$ cat src/fmx_pkg.sv
// fmx_pkg: constants, types and helpers shared by the field move and branch executor
package fmx_pkg;
   // =====================================================
   // function codes
   localparam logic [4:0] FMX_F_MOVE = 5'h08;
   localparam logic [4:0] FMX_F_NUM = 5'h09;
   localparam logic [4:0] FMX_F_BRANCH = 5'h0b;
   localparam logic [4:0] FMX_F_XCHG = 5'h0f;
   // =====================================================
   // register byte offsets
   localparam logic [3:0] FMX_REG_CMD = 4'h0;
   localparam logic [3:0] FMX_REG_ADDR = 4'h4;
   localparam logic [3:0] FMX_REG_PCNT = 4'h8;
   localparam logic [3:0] FMX_REG_STAT = 4'hc;
   // register field positions
   localparam int FMX_CMD_FUNC_LSB = 0;
   localparam int FMX_CMD_TENS_LSB = 8;
   localparam int FMX_CMD_UNITS_LSB = 12;
   localparam int FMX_CMD_BUSY_BIT = 31;
   localparam int FMX_ADDR_B_LSB = 16;
   localparam int FMX_PCNT_EXTRA_BIT = 16;
   // =====================================================
   // reset values and counts
   localparam logic [15:0] FMX_PTR_RST = 16'h0000;
   localparam logic [5:0] FMX_CHAR_RST = 6'h00;
   localparam logic [6:0] FMX_LEN_FULL = 7'h64; // length 00 means 100
   localparam logic [3:0] FMX_HALF_LAST = 4'h4; // last char of first half
   localparam logic [3:0] FMX_FULL_LAST = 4'h9; // last char of second half
   localparam logic [1:0] FMX_STORE_LAST = 2'h3; // four counter digits
   // =====================================================
   // variants
   localparam logic [3:0] FMX_V_STORE = 4'h6;
   localparam logic [3:0] FMX_V_SREQ = 4'h7;
   localparam logic [3:0] FMX_V_SWITCH = 4'h8;
   typedef enum logic [3:0] {
      FMX_S_IDLE, FMX_S_RD_DST, FMX_S_RD_SRC, FMX_S_WR_DST, FMX_S_WR_SRC, FMX_S_STEP,
      FMX_S_FETCH, FMX_S_HALF, FMX_S_ST_RD, FMX_S_ST_WR, FMX_S_SV_RD, FMX_S_SV_WR,
      FMX_S_LOAD
   } fmx_state_t;
   // four-digit decimal increment, wraps at 9999
   function automatic logic [15:0] fmx_bcd_inc(input logic [15:0] v);
      logic [15:0] r;
      logic c;
      r = v;
      c = 1'b1;
      for (int i = 0; i < 4; i++)
      begin
         if (c)
         begin
            if (r[i*4 +: 4] == 4'h9)
               r[i*4 +: 4] = 4'h0;
            else
            begin
               r[i*4 +: 4] = r[i*4 +: 4] + 4'h1;
               c = 1'b0;
            end
         end
      end
      return r;
   endfunction
endpackage

$ cat src/fmx_flag_if.sv
// fmx_flag_if: synchronised condition and peripheral status carried inside the block
`timescale 1ns/1ns
interface fmx_flag_if;
   logic zero;
   logic minus;
   logic carry;
   logic sreq;
   logic timeout;
   logic [3:0] io_id;
   modport prod (output zero, minus, carry, sreq, timeout, io_id);
   modport cons (input zero, minus, carry, sreq, timeout, io_id);
endinterface

$ cat src/fmx_flag_sync.sv
// fmx_flag_sync: two-stage synchronisers for all status pins
`timescale 1ns/1ns
module fmx_flag_sync
   import fmx_pkg::*;
(
   // clock and reset
   input wire logic sys_clk,
   input wire logic rst,
   // raw pins
   input wire logic [8:0] pins,
   // synchronised side
   fmx_flag_if.prod flg
);
   logic [8:0] meta;
   logic [8:0] stable;
   // =====================================================
   // first stage read only by the second
   genvar g;
   generate
      for (g = 0; g < 9; g++)
      begin : g_sync
         always_ff @(posedge sys_clk or posedge rst)
         begin
            if (rst)
            begin
               meta[g] <= 1'b0;
               stable[g] <= 1'b0;
            end
            else
            begin
               meta[g] <= pins[g];
               stable[g] <= meta[g];
            end
         end
      end
   endgenerate
   assign flg.zero = stable[0];
   assign flg.minus = stable[1];
   assign flg.carry = stable[2];
   assign flg.sreq = stable[3];
   assign flg.timeout = stable[4];
   assign flg.io_id = stable[8:5];
endmodule // fmx_flag_sync

$ cat src/fmx_branch_qual.sv
// fmx_branch_qual: compares a branch variant against the condition flags
`timescale 1ns/1ns
module fmx_branch_qual
   import fmx_pkg::*;
(
   // variant and flags
   input wire logic [3:0] variant,
   fmx_flag_if.cons flg,
   // verdict
   output logic branch_qualified
);
   // =====================================================
   // 6, 7, 0, 9 and unused codes never qualify here
   always_comb
   begin
      unique case (variant)
         4'h1: branch_qualified = !flg.zero && flg.minus;
         4'h2: branch_qualified = flg.zero;
         4'h3: branch_qualified = !flg.zero && !flg.minus;
         4'h4: branch_qualified = flg.carry;
         4'h5, 4'h8: branch_qualified = 1'b1;
         default: branch_qualified = 1'b0;
      endcase
   end
endmodule // fmx_branch_qual

$ cat src/fmx_exec.sv
// fmx_exec: field move, numeric move, exchange and branch execution sequencer
//
// The Avalon-MM slave port and the register offsets were decided locally.
`timescale 1ns/1ns
module fmx_exec
   import fmx_pkg::*;
(
   // clock and reset
   input wire logic sys_clk,
   input wire logic rst,
   // avalon-mm slave
   input wire logic [3:0] avs_address,
   input wire logic avs_read,
   input wire logic avs_write,
   input wire logic [31:0] avs_writedata,
   output logic [31:0] avs_readdata,
   output logic avs_waitrequest,
   // main memory character port
   output logic [15:0] mem_addr,
   output logic mem_rd,
   output logic mem_wr,
   output logic [5:0] mem_wdata,
   input wire logic [5:0] mem_rdata,
   input wire logic mem_ack,
   // condition flags and io controller status (pins)
   input wire logic flag_zero,
   input wire logic flag_minus,
   input wire logic flag_carry,
   input wire logic timeout_pending,
   input wire logic service_request,
   input wire logic [3:0] io_id,
   // sequence outcome pulses
   output logic exec_done,
   output logic goto_switch,
   output logic goto_begin
);
   fmx_flag_if flg ();
   fmx_state_t state;
   logic [4:0] func;
   logic [3:0] len_tens;
   logic [3:0] len_units;
   logic [15:0] a_ptr;
   logic [15:0] b_ptr;
   logic [15:0] cfg_a;
   logic [15:0] cfg_b;
   logic [6:0] len;
   logic [5:0] dchar; // destination stash
   logic [5:0] schar; // source latch
   logic [15:0] p_cnt;
   logic counter_extra_bit;
   logic [3:0] length_field_a;
   logic [3:0] length_field_b;
   logic [3:0] var_hold;
   logic [11:0] addr_sh;
   logic [3:0] fidx;
   logic [1:0] store_idx;
   logic start;
   logic last_taken;
   logic last_switch;
   logic bad_func;
   logic branch_qualified;
   logic ack;
   logic need_rd;
   logic need_wr;
   logic [15:0] next_addr;
   logic [5:0] next_wdata;
   logic [3:0] p_digit;
   logic [6:0] len_init;
   logic [15:0] new_addr;
   logic is_move;
   logic bus_wr;
   logic final_taken;
   // =====================================================
   // submodules
   fmx_flag_sync u_sync (
      .sys_clk(sys_clk),
      .rst(rst),
      .pins({io_id, timeout_pending, service_request, flag_carry, flag_minus, flag_zero}),
      .flg(flg)
   );
   fmx_branch_qual u_qual (
      .variant(length_field_b),
      .flg(flg),
      .branch_qualified(branch_qualified)
   );
   // =====================================================
   // helpers
   assign ack = mem_ack && (mem_rd || mem_wr);
   assign is_move = (func == FMX_F_MOVE) || (func == FMX_F_NUM) || (func == FMX_F_XCHG);
   assign len_init = (len_tens == 4'h0 && len_units == 4'h0) ? FMX_LEN_FULL :
      7'(7'(len_tens) * 7'd10 + 7'(len_units));
   assign new_addr = {addr_sh, mem_rdata[3:0]}; // zone marks ignored: no indexing
   assign bus_wr = avs_write && !avs_waitrequest;
   // service form may also branch on its ordinary variant test
   assign final_taken = branch_qualified || (length_field_a == FMX_V_SREQ && flg.sreq);
   // counter digit for the store form, MSD first
   always_comb
   begin
      unique case (store_idx)
         2'd0: p_digit = p_cnt[15:12];
         2'd1: p_digit = p_cnt[11:8];
         2'd2: p_digit = p_cnt[7:4];
         2'd3: p_digit = p_cnt[3:0];
      endcase
   end
   // =====================================================
   // memory access selection per state
   always_comb
   begin
      need_rd = 1'b0;
      need_wr = 1'b0;
      next_addr = b_ptr;
      next_wdata = schar;
      unique case (state)
         FMX_S_RD_DST: need_rd = 1'b1;
         FMX_S_RD_SRC:
         begin
            need_rd = 1'b1;
            next_addr = a_ptr;
         end
         FMX_S_WR_DST:
         begin
            need_wr = 1'b1;
            if (func == FMX_F_NUM)
               next_wdata = {dchar[5:4], schar[3:0]};
         end
         FMX_S_WR_SRC:
         begin
            need_wr = 1'b1;
            next_addr = a_ptr;
            next_wdata = dchar;
         end
         FMX_S_FETCH:
         begin
            need_rd = 1'b1;
            next_addr = p_cnt;
         end
         FMX_S_ST_RD, FMX_S_SV_RD:
         begin
            need_rd = 1'b1;
            next_addr = a_ptr;
         end
         FMX_S_ST_WR:
         begin
            need_wr = 1'b1;
            next_addr = a_ptr;
            if (store_idx == FMX_STORE_LAST)
               next_wdata = {counter_extra_bit, 1'b1, p_digit};
            else
               next_wdata = {dchar[5:4], p_digit};
         end
         FMX_S_SV_WR:
         begin
            need_wr = 1'b1;
            next_addr = a_ptr;
            next_wdata = {dchar[5:4], flg.io_id};
         end
         default: ;
      endcase
   end
   // =====================================================
   // memory port: a new access only once the last one is acknowledged
   always_ff @(posedge sys_clk or posedge rst)
   begin
      if (rst)
      begin
         mem_rd <= 1'b0;
         mem_wr <= 1'b0;
         mem_addr <= FMX_PTR_RST;
         mem_wdata <= FMX_CHAR_RST;
      end
      else if (mem_rd || mem_wr)
      begin
         if (mem_ack)
         begin
            mem_rd <= 1'b0;
            mem_wr <= 1'b0;
         end
      end
      else if (need_rd || need_wr)
      begin
         mem_rd <= need_rd;
         mem_wr <= need_wr;
         mem_addr <= next_addr;
         mem_wdata <= next_wdata;
      end
   end
   // =====================================================
   // sequencer
   always_ff @(posedge sys_clk or posedge rst)
   begin
      if (rst)
         state <= FMX_S_IDLE;
      else
      begin
         unique case (state)
            FMX_S_IDLE:
               if (start && func == FMX_F_BRANCH)
                  state <= FMX_S_FETCH;
               else if (start && is_move)
                  state <= (func == FMX_F_MOVE) ? FMX_S_RD_SRC : FMX_S_RD_DST;
            FMX_S_RD_DST: if (ack) state <= FMX_S_RD_SRC;
            FMX_S_RD_SRC: if (ack) state <= FMX_S_WR_DST;
            FMX_S_WR_DST:
               if (ack)
                  state <= (func == FMX_F_XCHG) ? FMX_S_WR_SRC : FMX_S_STEP;
            FMX_S_WR_SRC: if (ack) state <= FMX_S_STEP;
            FMX_S_STEP:
               if (len == 7'd1)
                  state <= FMX_S_IDLE;
               else
                  state <= (func == FMX_F_MOVE) ? FMX_S_RD_SRC : FMX_S_RD_DST;
            FMX_S_FETCH:
               if (ack && (fidx == FMX_HALF_LAST || fidx == FMX_FULL_LAST))
                  state <= FMX_S_HALF;
            FMX_S_HALF:
               if (fidx == FMX_HALF_LAST + 4'h1)
               begin
                  // ten-char forms never branch on the first half
                  if (length_field_a == FMX_V_STORE || length_field_a == FMX_V_SREQ)
                     state <= FMX_S_FETCH;
                  else if (branch_qualified)
                     state <= FMX_S_LOAD;
                  else
                     state <= FMX_S_FETCH;
               end
               else if (!final_taken)
                  state <= FMX_S_IDLE;
               else if (length_field_a == FMX_V_STORE)
                  state <= FMX_S_ST_RD;
               else if (length_field_a == FMX_V_SREQ)
                  state <= FMX_S_SV_RD;
               else
                  state <= FMX_S_LOAD;
            FMX_S_ST_RD: if (ack) state <= FMX_S_ST_WR;
            FMX_S_ST_WR:
               if (ack)
                  state <= (store_idx == FMX_STORE_LAST) ? FMX_S_LOAD : FMX_S_ST_RD;
            FMX_S_SV_RD: if (ack) state <= FMX_S_SV_WR;
            FMX_S_SV_WR: if (ack) state <= FMX_S_LOAD;
            FMX_S_LOAD: state <= FMX_S_IDLE;
         endcase
      end
   end
   // =====================================================
   // move datapath: length, stash, latch and store digit index
   always_ff @(posedge sys_clk or posedge rst)
   begin
      if (rst)
      begin
         len <= 7'd0;
         dchar <= FMX_CHAR_RST;
         schar <= FMX_CHAR_RST;
         store_idx <= 2'd0;
      end
      else
      begin
         if (state == FMX_S_IDLE && start)
            len <= len_init;
         if (state == FMX_S_STEP)
            len <= len - 7'd1;
         if ((state == FMX_S_RD_DST || state == FMX_S_ST_RD || state == FMX_S_SV_RD) && ack)
            dchar <= mem_rdata;
         if (state == FMX_S_RD_SRC && ack)
            schar <= mem_rdata;
         if (state == FMX_S_HALF)
            store_idx <= 2'd0;
         else if (state == FMX_S_ST_WR && ack)
            store_idx <= store_idx + 2'd1;
      end
   end
   // =====================================================
   // pointers: loaded by start or branch halves, stepped by moves
   always_ff @(posedge sys_clk or posedge rst)
   begin
      if (rst)
      begin
         a_ptr <= FMX_PTR_RST;
         b_ptr <= FMX_PTR_RST;
      end
      else if (state == FMX_S_IDLE && start)
      begin
         a_ptr <= cfg_a;
         b_ptr <= cfg_b;
      end
      else if (state == FMX_S_STEP)
      begin
         a_ptr <= fmx_bcd_inc(a_ptr);
         b_ptr <= fmx_bcd_inc(b_ptr);
      end
      else if (state == FMX_S_ST_WR && ack)
         a_ptr <= fmx_bcd_inc(a_ptr);
      else if (state == FMX_S_FETCH && ack && fidx == FMX_HALF_LAST)
      begin
         a_ptr <= new_addr;
         b_ptr <= new_addr;
      end
      else if (state == FMX_S_FETCH && ack && fidx == FMX_FULL_LAST)
         b_ptr <= new_addr;
   end
   // =====================================================
   // branch fetch: variant digit then four address digits per half
   always_ff @(posedge sys_clk or posedge rst)
   begin
      if (rst)
      begin
         fidx <= 4'h0;
         var_hold <= 4'h0;
         addr_sh <= 12'h000;
         length_field_a <= 4'h0;
         length_field_b <= 4'h0;
      end
      else if (state == FMX_S_IDLE)
         fidx <= 4'h0;
      else if (state == FMX_S_FETCH && ack)
      begin
         fidx <= fidx + 4'h1;
         if (fidx == 4'h0 || fidx == FMX_HALF_LAST + 4'h1)
            var_hold <= mem_rdata[3:0];
         else
            addr_sh <= {addr_sh[7:0], mem_rdata[3:0]};
         if (fidx == FMX_HALF_LAST)
         begin
            length_field_a <= var_hold;
            length_field_b <= var_hold;
         end
         else if (fidx == FMX_FULL_LAST)
            length_field_b <= var_hold;
      end
   end
   // =====================================================
   // instruction counter: steps per fetched char, low digit cleared on branch
   always_ff @(posedge sys_clk or posedge rst)
   begin
      if (rst)
      begin
         p_cnt <= FMX_PTR_RST;
         counter_extra_bit <= 1'b0;
      end
      else if (state == FMX_S_FETCH && ack)
         p_cnt <= fmx_bcd_inc(p_cnt);
      else if (state == FMX_S_LOAD)
         p_cnt <= {b_ptr[15:4], 4'h0};
      else if (state == FMX_S_IDLE && bus_wr && avs_address == FMX_REG_PCNT)
      begin
         p_cnt <= avs_writedata[15:0];
         counter_extra_bit <= avs_writedata[FMX_PCNT_EXTRA_BIT];
      end
   end
   // =====================================================
   // outcome pulses and sticky status; flags are only ever read
   always_ff @(posedge sys_clk or posedge rst)
   begin
      if (rst)
      begin
         exec_done <= 1'b0;
         goto_switch <= 1'b0;
         goto_begin <= 1'b0;
         last_taken <= 1'b0;
         last_switch <= 1'b0;
         bad_func <= 1'b0;
      end
      else
      begin
         exec_done <= 1'b0;
         goto_switch <= 1'b0;
         goto_begin <= 1'b0;
         if (state == FMX_S_IDLE && start)
         begin
            bad_func <= !is_move && func != FMX_F_BRANCH;
            exec_done <= !is_move && func != FMX_F_BRANCH;
         end
         if (state == FMX_S_STEP && len == 7'd1)
            exec_done <= 1'b1;
         if (state == FMX_S_HALF && fidx != FMX_HALF_LAST + 4'h1 && !final_taken)
         begin
            exec_done <= 1'b1;
            goto_begin <= 1'b1;
            last_taken <= 1'b0;
            last_switch <= 1'b0;
         end
         if (state == FMX_S_LOAD)
         begin
            exec_done <= 1'b1;
            last_taken <= 1'b1;
            // switch on variant 8 or a pending timeout
            if (length_field_b == FMX_V_SWITCH || flg.timeout)
            begin
               goto_switch <= 1'b1;
               last_switch <= 1'b1;
            end
            else
            begin
               goto_begin <= 1'b1;
               last_switch <= 1'b0;
            end
         end
      end
   end
   // =====================================================
   // command and address registers, written only while idle
   always_ff @(posedge sys_clk or posedge rst)
   begin
      if (rst)
      begin
         func <= 5'h00;
         len_tens <= 4'h0;
         len_units <= 4'h0;
         cfg_a <= FMX_PTR_RST;
         cfg_b <= FMX_PTR_RST;
         start <= 1'b0;
      end
      else
      begin
         start <= 1'b0;
         if (bus_wr && state == FMX_S_IDLE && !start)
         begin
            if (avs_address == FMX_REG_CMD)
            begin
               func <= avs_writedata[FMX_CMD_FUNC_LSB +: 5];
               len_tens <= avs_writedata[FMX_CMD_TENS_LSB +: 4];
               len_units <= avs_writedata[FMX_CMD_UNITS_LSB +: 4];
               start <= 1'b1;
            end
            if (avs_address == FMX_REG_ADDR)
            begin
               cfg_a <= avs_writedata[15:0];
               cfg_b <= avs_writedata[FMX_ADDR_B_LSB +: 16];
            end
         end
      end
   end
   // =====================================================
   // bus slave: one wait state, data valid as waitrequest drops
   always_ff @(posedge sys_clk or posedge rst)
   begin
      if (rst)
      begin
         avs_waitrequest <= 1'b1;
         avs_readdata <= 32'h00000000;
      end
      else if ((avs_read || avs_write) && avs_waitrequest)
      begin
         avs_waitrequest <= 1'b0;
         avs_readdata <= 32'h00000000;
         if (avs_read)
         begin
            unique case (avs_address)
               FMX_REG_CMD: avs_readdata <= {(state != FMX_S_IDLE || start), 15'h0000,
                  len_units, len_tens, 3'h0, func};
               FMX_REG_ADDR: avs_readdata <= {cfg_b, cfg_a};
               FMX_REG_PCNT: avs_readdata <= {15'h0000, counter_extra_bit, p_cnt};
               FMX_REG_STAT: avs_readdata <= {28'h0000000, bad_func, last_switch, last_taken,
                  (state != FMX_S_IDLE || start)};
               default: avs_readdata <= 32'h00000000;
            endcase
         end
      end
      else
         avs_waitrequest <= 1'b1;
   end
endmodule // fmx_exec

$ cat config.mk
export PLATFORM = sky130hd
export DESIGN_NAME = fmx_exec
export DESIGN_NICKNAME = d
export VERILOG_FILES = /design/src/fmx_pkg.sv /design/src/fmx_flag_if.sv /design/src/fmx_flag_sync.sv /design/src/fmx_branch_qual.sv /design/src/fmx_exec.sv
export SDC_FILE = /design/constraint.sdc
export NUM_CORES = 1
export LEC_CHECK = 0
export BUFFER_PORTS_ARGS = -buffer_cell sky130_fd_sc_hd__buf_4
export CAP_MARGIN = 0
export CORE_MARGIN = 8
export CORE_UTILIZATION = 30
export CTS_CLUSTER_DIAMETER = 60
export DETAILED_ROUTE_END_ITERATION = 8
export GPL_ROUTABILITY_DRIVEN = 0
export HOLD_SLACK_MARGIN = 0.06
export SLEW_MARGIN = 20
export SYNTH_ARGS = -nofsm -noshare
export SYNTH_HDL_FRONTEND = slang
export SYNTH_SLANG_ARGS = --single-unit
$ cat constraint.sdc
create_clock -name sys_clk -period 8.6 [get_ports sys_clk]
set_input_delay 0.43 -clock sys_clk [delete_from_list [all_inputs] [get_ports sys_clk]]
set_output_delay 0.43 -clock sys_clk [all_outputs]
set_load 0.01 [all_outputs]
; ---- After elaboration in Yosys (flattened, before gate mapping)
; Index checks and enable logic that the tools add are counted.
; Widths: inputs -> output; s select.
[op_classes]
n_addsub = 16
mul = 1
n_div = 0
order_cmp = 0
eq_ne = 72
shifts = 0
n_mux = 138
bitwise = 5
reduce_logical = 83
[op_table]
columns = cell, n
row1 = $mux 16, 12
row2 = $mux 4, 43
row3 = $pmux 32 s4, 1
row4 = $eq 4x4->1 const B, 21
row5 = $mux 1, 64
row6 = $add 4x1->4 const B, 13
row7 = $pmux 4 s13, 1
row8 = $eq 4x3->1 const B, 11
row9 = $reduce_and 3->1, 11
row10 = $mux 32, 1
row11 = $pmux 16 s2, 1
row12 = $logic_and 1x1->1, 24
row13 = $pmux 6 s4, 1
row14 = $mux 7, 3
row15 = $eq 5x4->1 const B, 4
row16 = $logic_not 4->1, 5
row17 = $ne 2x2->1 const B, 10
row18 = $ne 3x2->1 const B, 6
row19 = $eq 4x2->1 const B, 4
row20 = $pmux 4 s4, 1
row21 = $reduce_and 2->1, 8
row22 = $logic_or 1x1->1, 13
row23 = $mux 6, 2
row24 = $ne 4x1->1 const B, 3
row25 = 27 further kinds, 52
[totals]
register_bits = 229
latchBits = 0
mem_bits_rw = 0
romBits = 0
inputBits = 56
output_inout_bits = 60
n_memories = 0

; ---- Longest topological paths before layout
; Gate-level depths: netlist (run 1).
[depth]
word_depth = 18
ltp_mapped = 10
mapped_depth_nobuf = 8

; ---- Hierarchy
; A second synthesis (run 1) with hierarchy kept.
[hier_totals]
cells_unflattened = 1173
hier_area_um2 = 11972.7
[modules_own_cells]
columns = mod, n_inst, cells_per_inst, area_each_um2, seq_area_each_um2
row1 = fmx_exec, 1, 1143, 11439.7, 5281.3
row2 = fmx_flag_sync, 1, 19, 454.2, 450.4
row3 = fmx_branch_qual, 1, 11, 78.8, 0.0

; ---- Worst setup path after synthesis (run 1)
; No wires, ideal clock.
[synth_path]
kind = input to register
start = in avs_address[2]
end = reg p_cnt[14]
setup_time_ps = 121
arrival_time_ps = 2058
t_required_ps = 8479
path_slack_ps = 6421
path_stages = 7
path_buffers = 2
path_cell_list = clkbuf_1 -> or4b_1 -> o31ai_4 -> or2_1 -> buf_6 -> nand3_4 -> o22a_1
[synth_between]
elab_chain_cells = 4
[synth_rtl]
columns = element, line_no
row1 = from (decl), fmx_exec.sv:12  ; input wire logic [3:0] avs_address,
row2 = $eq 4x4->1, fmx_exec.sv:344  ; else if (state == FMX_S_IDLE && bus_wr && avs_address == FMX_REG_PCNT)
row3 = $logic_and 1x1->1, fmx_exec.sv:344
row4 = $reduce_bool 3->1 (no source line), n/a
row5 = $reduce_and 2->1 (no source line), n/a
row6 = to (signal assigned), fmx_exec.sv:341  ; p_cnt <= fmx_bcd_inc(p_cnt);
row7 = to (signal assigned), fmx_exec.sv:343  ; p_cnt <= {b_ptr[15:4], 4'h0};
row8 = to (signal assigned), fmx_exec.sv:346  ; p_cnt <= avs_writedata[15:0];
row9 = to (decl), fmx_exec.sv:49  ; logic [15:0] p_cnt;
; Every way passes these cells.
; A chain may end at the register's enable or synchronous reset.

; ---- Worst setup path after layout (run 1)
[layout_path]
start = reg state[0]
end = reg a_ptr[15]
[layout_between]
elab_chain_cells = 5
word_cells_on_any_way = 15
classes_between = eq/ne: 5 / mux: 3 / reduce/logical: 7
[layout_rtl]
columns = element, line_no
row1 = from (decl), fmx_exec.sv:38  ; fmx_state_t state;
row2 = from (signal assigned), fmx_exec.sv:201  ; state <= (func == FMX_F_MOVE) ? FMX_S_RD_SRC : FMX_S_RD_DST;
row3 = from (signal assigned), fmx_exec.sv:206  ; state <= (func == FMX_F_XCHG) ? FMX_S_WR_SRC : FMX_S_STEP;
row4 = from (signal assigned), fmx_exec.sv:212  ; state <= (func == FMX_F_MOVE) ? FMX_S_RD_SRC : FMX_S_RD_DST;
row5 = $eq 4x3->1 or $eq 4x4->1 (tied branches), "fmx_exec.sv:293, fmx_exec.sv:291"
row6 = "$logic_and 1x1->1, on equally long branches", "fmx_exec.sv:293, fmx_exec.sv:291"
row7 = $logic_and 1x1->1 or $mux 16 (tied branches), "fmx_exec.sv:293, fmx_exec.sv:291"
row8 = $reduce_bool 4->1 (no source line) or $mux 16 (tied branches), n/a
row9 = $reduce_and 3->1 (no source line) or $mux 16 (tied branches), n/a
row10 = to (signal assigned), fmx_exec.sv:288  ; a_ptr <= fmx_bcd_inc(a_ptr);
row11 = to (signal assigned), fmx_exec.sv:292  ; a_ptr <= fmx_bcd_inc(a_ptr);
row12 = to (signal assigned), fmx_exec.sv:295  ; a_ptr <= new_addr;
row13 = to (decl), fmx_exec.sv:42  ; logic [15:0] a_ptr;
; Several ways; a longest one is shown, not always the timed one.

==> results.toml, run 1 <==
[pwr]
vdd_drop_max_v = 0.000149
p_per_area_nw_per_um2 = 304
p_leak_nw = 6.16

[sta]
max_freq_mhz = 308
min_period_ns = 3.25
clock_skew_ns = 0.0131
slew_headroom_pct = 27.2
rsz0062_at_grt = "no"
period_share_pct = 37.7
hold_viol = 5
fin_hold_ws_ns = -0.0195
setup_tns_ns = 0
maxSlewViolCount = 0
worst_pin_slew_ns = 1.09
setup_viol = 0

[setup_path]
crit_buf_inv = 1
crit_family = "compound AO/OA/AOI/OAI gates"
start_kind = "register"
crit_path_end_kind = "register"
cp.depth = 7
path_cells = "nor4bb_4 > buf_4 > a21oi_2 > o21ai_1 > o21ai_1 > o21ai_0 > o21ai_1"
critical_path_class = "register to register"
crit-reg2reg-launch = "state[0]"
crit_path_frequent_cell = "o21ai_1"
r2r_cells = 7
critPathMaxStageDelay_ns = 0.81
crit_path_start = "state[0]"
crit_fanout = 28
crit_required_ns = 9.05
cp_slowest_cell = "a21oi_2"
crit_arrival_ns = 3.70

[floorplanning]
core_um2 = 38600
row_count = 72
die_h_um = 213
pin_count = 116
chipWidth_um = 213
initial_core_util_pct = 30.3
dieArea_um2 = 45500

[synth]
yosysWarningCount = 0
synth_xor_area_share_pct = 1.27
ys_async_sr_fraction_pct = 100
synth-edff-count = 0
synth_fa_ha_area_share_pct = 1.95
syn_area_um2 = 11700
synth_compound_area_share_pct = 20.3
avgSynthCellArea_um2 = 10.2
synth.net_count = 1223
yosysSeqAreaShare_pct = 49.1
synthSimpleGateAreaFrac_pct = 13.2
synth_cell_types = 82
muxShareOfSynthArea_pct = 10.2
synthFlopType = "dfrtp_1"
syn_inst = 1150
synth_seq_cells = 229
synth_top_family_by_area = "compound AO/OA/AOI/OAI gates"

[finish]
syn_to_final_growth_pct = 20.2
fin_util_pct = 36.4
drive_gt1_share_pct = 22.2
finalNetCount = 1317
nFillCells = 3874
diodes = 0

[grt]
grt_pass1_vias = 9486
grt_pass1_wl_um = 58500
grt-ovfl-total = 0
grt_use_total_pct = 16.5
grt_max_degree = 116
antenna_found_initial = 1

[drt]
drc_errors = 0
wl_per_cell_um = 21.3
routed_wl_um = 38000
vias = 9670
ant_nets = 0
drtIter0Drc = 803
via_per_inst = 5.43
drtPass1Iterations = 5

[clock_network]
clk_pin_slew_ns = 0.06
clk_latency_ns = 0.54
numClockSinks = 229
cts_resized = 0
cts_tree = "yes"
cts_setup_buffers = 0
htree_levels = 1
cts_root_buf = "clkbuf_16"
cts_max_path_buffers = 3
cts_buffers = 26

[worst_hold_path]
hold_path_class = "primary input to async pin"

[outcome]
violations = "hold timing"
status = "finished with violations"

[place]
place.port_buffers = 115
dpl.hpwl_um = 27700

[flow_run]
maxCapViolations = 0
-- final timing paths --
| check | to | slack, ns |
|---|---|---|
| hold / removal | goto_begin | -0.02 |
| setup reg to reg | a_ptr[15] | 5.35 |
| max in group asynchronous | avs_readdata[29] | 6.36 |
| min in group sys_clk | mem_wr | 0.11 |
| setup / recovery | a_ptr[15] | 5.35 |
| hold reg to reg | u_sync.flg.io_id[1] | 0.35 |
-- synth_stat cells (all sizes together), types with 5 or more instances --
cell    count  area, µm²
mux2i      20        200
nand3      16       92.6
dfrtp     228       5710
o21ai     126        653
a221oi     21        184
nor3       17        106
a222oi      8       80.1
and3        7       43.8
xor2        7       61.3
inv        36        135
nor3b       7       52.6
o22ai      14       87.6
nor4b       5       43.8
a31oi      12       75.1
a22o       34        298
clkbuf     42        158
nor2       80        303
nor2b       7       43.8
mux2       80        901
o31ai      10       88.8
buf        28        169
o211ai      7       52.6
ha         15        188
a21oi      92        468
xnor2      10       87.6
nand2     116        435
nor4        7       58.8
a22oi      10       75.1
nand2b     14       87.6
-- routing by layer --
metal	part of all wire, %	global-route usage [%]
met4	3.7	5.55
met3	7.9	3.13
met5	0.034	0
met1	43	22.5
met2	45	26.0
-- what timing repair did --
item | in CTS | in global routing
hold buffers | 9 | 0
endpoints found under the setup margin | 0 | 0
endpoints found under the hold margin | 9 | 0
-- through the flow --
stage	instances	power, mW	setup slack, ns	cell area (µm²)	hold slack [ns]
floorplan	1150	2.54	1.90	11700	0.331
global placement	1725	3.01	5.50	13000	0.334
detailed placement	1725	3.05	5.37	13000	0.335
CTS	1782	4.29	5.37	14000	0.0897
global route	1782	4.50	5.10	14000	0.0853
finish	1782	4.27	5.35	14000	-0.0195
-- layout make-up --
class,instances,area (µm²),area share [%]
inverter,36,143,1.02
timing repair buffer,136,1040,7.43
multi-input combinational,815,5520,39.3
tap,518,648,4.62
clock inverter,11,188,1.34
clock buffer,37,763,5.44
sequential,229,5730,40.8
-- kinds of logic after synthesis --
family,count (synthesis)
DFF,229
AOI/OAI and AO/OA,368
muxes,104
adders and majority gates,17
and+or+nand+nor,309
xor gates and xnor gates,17
buffers and inverters,106
-- registers in the layout, summed over array words and instances, names as in the netlist, 7 cells and up --
name	count
a_ptr	16
p_cnt	16
cfg_b	16
addr_sh	12
u_sync.meta	9
avs_readdata	32
len	7
cfg_a	16
mem_addr	16
b_ptr	16
-- placed cells by master, fill, tap and decap left out, drive strengths merged, types with 7 or more instances in the layout --
master	count
dfrtp	228
buf	127
o21ai	126
nand2	116
a21oi	92
nor2	80
mux2	80
clkbuf	37
inv	36
a22o	34
a221oi	21
mux2i	20
nor3	17
nand3	16
ha	15
nand2b	14
o22ai	14
a31oi	12
a22oi	10
xnor2	10
o31ai	10
dlygate4sd3	9
a222oi	8
o211ai	7
nor3b	7
nor2b	7
xor2	7
and3	7
nor4	7
-- power breakdown --
| group | switching, mW | internal (mW) | leakage (nW) |
|---|---|---|---|
| logic | 0.610 | 0.550 | 2.75 |
| registers | 0.506 | 1.38 | 2.95 |
| clock network | 0.462 | 0.766 | 0.457 |
(Power assumes the default switching activity.)
==> run 2: changes to the inputs <==
==> constraint.sdc (replaced) <==
create_clock -name sys_clk -period 3 [get_ports sys_clk]
set_input_delay 0.15 -clock sys_clk [delete_from_list [all_inputs] [get_ports sys_clk]]
set_output_delay 0.15 -clock sys_clk [all_outputs]
set_load 0.01 [all_outputs]
==> results.toml, run 2 (synthesis gave the netlist of run 1 again) <==
[sta]
setup_tns_ns = 0
min_period_ns = 2.76
period_share_pct = 91.9
max_freq_mhz = 363
rsz0062_at_grt = "no"
maxSlewViolCount = 0
clock_skew_ns = 0.0174
worst_pin_slew_ns = 1.01
setup_viol = 0
hold_viol = 0
fin_hold_ws_ns = 0.110
slew_headroom_pct = 31.9

[place]
dpl_cell_area_um2 = 13200
dpl.hpwl_um = 28100
dp.cells = 1746
place.port_buffers = 115

[floorplanning]
core_um2 = 38600
dieArea_um2 = 45500
chipWidth_um = 213
row_count = 72
pin_count = 116
die_h_um = 213
initial_core_util_pct = 30.3

[clock_network]
htree_levels = 1
cts_root_buf = "clkbuf_16"
cts_resized = 0
cts_tree = "yes"
cts_buffers = 25
clk_pin_slew_ns = 0.06
clk_latency_ns = 0.53
cts_max_path_buffers = 3
numClockSinks = 229

[finish]
stdcell_count = 1841
stdcell_area_um2 = 14500
largest-register = "avs_readdata"
finalNetCount = 1380
final_common_cell = "dfrtp_1"
syn_to_final_growth_pct = 24.5
diodes = 0
largest_register_ffs = 32
drive_gt1_share_pct = 22.4
nFillCells = 3850
layout_common_cells = "228 x dfrtp_1, 145 x buf_4, 116 x nand2_1"

[setup_path]
worst_r2r_endpoint = "a_ptr[15]"
crit_required_ns = 3.39
crit_arrival_ns = 3.15
path_cells = "buf_4 > and4bb_2 > o21ba_2 > o21ai_1 > o21ai_1 > o21ai_0 > o21ai_1"
start_kind = "register"
critPathMaxStageDelay_ns = 0.71
critical_path_class = "register to register"
crit_path_end_kind = "register"
crit_fanout = 17
r2r_setup_slack_ns = 0.24
r2r_cells = 7
crit-reg2reg-launch = "state[0]"
crit_path_frequent_cell = "o21ai_1"
cp_slowest_cell = "dfrtp_1"

[worst_hold_path]
hold_path_class = "primary input to register"
min_to = "avs_readdata[6]"
whs_path_depth = 4
min_from = "avs_address[1]"

[flow_run]
maxCapViolations = 0

[pwr]
p_total_mw = 12.0
p_per_area_nw_per_um2 = 826
vdd_drop_max_v = 0.000483
pwr-share-clk_pct = 26.5
pwr-share-seq_pct = 44.3
pwr-share-comb_pct = 29.2
swShare_pct = 37.1
internal-power_mw = 7.55
p_leak_nw = 6.40
power.switching_mw = 4.46

[grt]
grt_use_total_pct = 16.5
grt_pass1_vias = 9903
grt_max_degree = 109
grt_pass1_wl_um = 59100
antenna_found_initial = 0
grt-ovfl-total = 0

[drt]
ant_nets = 0
drtPass1Iterations = 5
routed_wl_um = 38000
via_per_inst = 5.39
drc_errors = 0
wl_per_cell_um = 20.6
drtIter0Drc = 993
vias = 9924

[outcome]
status = "completed"
run 2: changes by cell type in the layout (fill, tap and decap cells not counted), sizes merged:
cell / previous run / this run
clkbuf: 37 / 32
bufinv: 5 / 4
clkinvlp: 3 / 2
buf: 127 / 148
dlygate4sd3: 9 / 52
clkinv: 3 / 5
run 2: worst max-delay path: cells and delay by family (launching register included):
family,cells,cell delay (ns)
DFF,1,0.71
buffers and inverters,1,0.29
and+or+nand+nor,1,0.37
AOI/OAI and AO/OA,5,1.27
run 2: repair_timing:
item                                   in CTS  in global routing
endpoints found under the hold margin     104                  0
hold buffers                               52                  0
setup buffers                               0                  0
run 2: worst max-delay path by stage:
stage | start | endpoint | slack [ns] | cells after the start
2_1_floorplan | rst | a_ptr[0] | -0.14 | 1
3_3_place_gp | state[0] | a_ptr[15] | 0.29 | 7
3_5_place_dp | state[0] | a_ptr[15] | 0.26 | 7
4_1_cts | state[0] | a_ptr[15] | 0.26 | 7
5_1_grt | state[0] | a_ptr[15] | 0.08 | 7
6_report | state[0] | a_ptr[15] | 0.24 | 7
run 2: final cells by class:
cell class	count	area, µm²	area share, %
Clock buffer	32	672	4.62
Clock inverter	11	161	1.11
Inverter	36	139	0.955
Multi-Input combinational cell	815	5520	38.0
Sequential cell	229	5730	39.4
Tap cell	518	648	4.46
Timing Repair Buffer	200	1670	11.5
run 2: routing by layer:
metal | track usage, % | share of wire [%]
met1 | 22.3 | 43
met2 | 26.7 | 46
met3 | 3.02 | 7.5
met4 | 5.06 | 3.1
met5 | 0 | 0
run 2: per-stage QoR:
step,setup slack [ns],util [%]
floorplan,-0.143,-
global placement,0.294,34.2
detailed placement,0.261,34.2
CTS,0.264,37.7
global route,0.0785,37.7
finish,0.243,37.7
run 2: power by group through the flow:
stage                     sequential [mW]  clock (mW)  combinational (mW)
after detailed placement             5.34           0                3.44
after global routing                 5.44        3.38                3.92
after global placement               5.32           0                3.37
final                                5.32        3.18                3.51
after floorplan                      4.67           0                2.61
after CTS                            5.29        3.25                3.52
==> run 3: changes to the inputs <==
==> constraint.sdc (replaced) <==
create_clock -name sys_clk -period 3.05 [get_ports sys_clk]
set_input_delay 0.1525 -clock sys_clk [delete_from_list [all_inputs] [get_ports sys_clk]]
set_output_delay 0.1525 -clock sys_clk [all_outputs]
set_load 0.01 [all_outputs]
==> results.toml, run 3 (synthesis gave the netlist of run 1 again) <==
[finish]
drive_gt1_share_pct = 23.0
syn_to_final_growth_pct = 25.2
finalNetCount = 1387
layout_common_cells = "228 x dfrtp_1, 146 x buf_4, 116 x nand2_1"
stdcell_area_um2 = 14600
largest_register_ffs = 32
final_common_cell = "dfrtp_1"
largest-register = "avs_readdata"
fin_util_pct = 37.9

[setup_path]
crit_buf_inv = 0
path_cells = "and4bb_2 > o21ba_2 > o21ai_1 > o21ai_1 > a21oi_1 > o22ai_1"
critPathMaxStageDelay_ns = 0.82
crit_arrival_ns = 3.12
cp_slowest_cell = "dfrtp_1"
crit_path_frequent_cell = "o21ai_1"
critical_path_class = "register to register"
crit_family = "compound AO/OA/AOI/OAI gates"
crit_fanout = 22
crit_required_ns = 3.45
start_kind = "register"
crit_path_end_kind = "register"

[place]
dpl.hpwl_um = 28200
place.port_buffers = 115
place_ws_ns = 0.381
dpl_cell_area_um2 = 13300

[drt]
drtIter0Drc = 1000
top_layer_used = "met4"
via_per_inst = 5.35
route.met3.wl_um = 2810
m1WireLength_um = 16600
drtPass1Iterations = 5
vias = 9907
wl_per_cell_um = 20.8
dr_wl_met2_um = 18000
ant_nets = 0
routed_wl_um = 38500
drc_errors = 0

[grt]
grt_pass1_vias = 9841
grt-ovfl-total = 0
antenna_found_initial = 0
grt_max_degree = 84
grt_use_total_pct = 16.6
grt_pass1_wl_um = 59300

[sta]
setup_slack_ns = 0.331
max_freq_mhz = 368
hold_viol = 0
rsz0062_at_grt = "no"
clock_skew_ns = 0.0354
setup_viol = 0
maxSlewViolCount = 0
worst_pin_slew_ns = 1.05
min_period_ns = 2.72
slew_headroom_pct = 29.4
period_share_pct = 89.1

[floorplanning]
chipWidth_um = 213
initial_core_util_pct = 30.3
pin_count = 116
dieArea_um2 = 45500
row_count = 72
core_um2 = 38600
die_h_um = 213

[pwr]
p_leak_nw = 6.45
p_per_area_nw_per_um2 = 805
vdd_drop_max_v = 0.000442

[clock_network]
cts_root_buf = "clkbuf_16"
htree_levels = 1
clk_latency_ns = 0.56
cts_max_path_buffers = 3
cts_tree = "yes"
clk_pin_slew_ns = 0.06
cts_buffers = 26
numClockSinks = 229

[outcome]
status = "completed"

[flow_run]
maxCapViolations = 0

[worst_hold_path]
hold_path_class = "primary input to register"
==> run 3: final cells by class <==
type | count | area, µm²
sequential | 229 | 5730
inverter | 36 | 139
tap | 518 | 648
timing repair buffer | 206 | 1760
multi-input combinational | 815 | 5520
fill | 3804 | 23900
clock buffer | 32 | 703
clock inverter | 15 | 129
antenna | 1 | 2.50
==> run 3: worst paths after layout <==
kind	from	to	slack [ns]	depth (start not counted)
max in group asynchronous	rst	store_idx[0]	1.75	4
hold / removal	avs_address[2]	avs_readdata[31]	0.13	3
setup reg to reg	state[3]	a_ptr[12]	0.33	6
setup / recovery	state[3]	a_ptr[12]	0.33	6
hold reg to reg	u_sync.meta[8]	u_sync.flg.io_id[3]	0.34	0
min in group asynchronous	rst	p_cnt[8]	0.36	3
==> run 3: tightest hold or removal path, delay by kind of cell <==
kind	cells	cell delay, ns
compound gates	2	0.28
buf+inv	1	0.20
==> run 3: layer usage <==
layer | vias to the layer above | track usage, %
li1 | 4554 | -
met1 | 4870 | 22.4
met2 | 407 | 27.3
met3 | 76 | 2.77
met4 | 0 | 4.70
met5 | - | 0
==> run 3: stage by stage <==
stage / std cells / setup TNS, ns / total power, mW / hold WS (ns)
floorplan: 1150 / -21.81 / 7.16 / 0.184
global placement: 1750 / 0 / 8.58 / 0.262
detailed placement: 1750 / 0 / 8.65 / 0.263
CTS: 1851 / 0 / 11.8 / 0.123
global route: 1851 / 0 / 12.4 / 0.152
finish: 1852 / 0 / 11.8 / 0.130
==> run 3: power by group <==
| group | switching (mW) | internal (mW) |
|---|---|---|
| logic | 1.83 | 1.67 |
| clock network | 1.33 | 1.74 |
| registers | 1.32 | 3.89 |
| total | 4.48 | 7.30 |
==> run 3: timing repair <==
item	in CTS	in global routing
buffers inserted	0	0
hold buffers	54	0
resized for setup	0	0
hold endpoints to repair	124	0
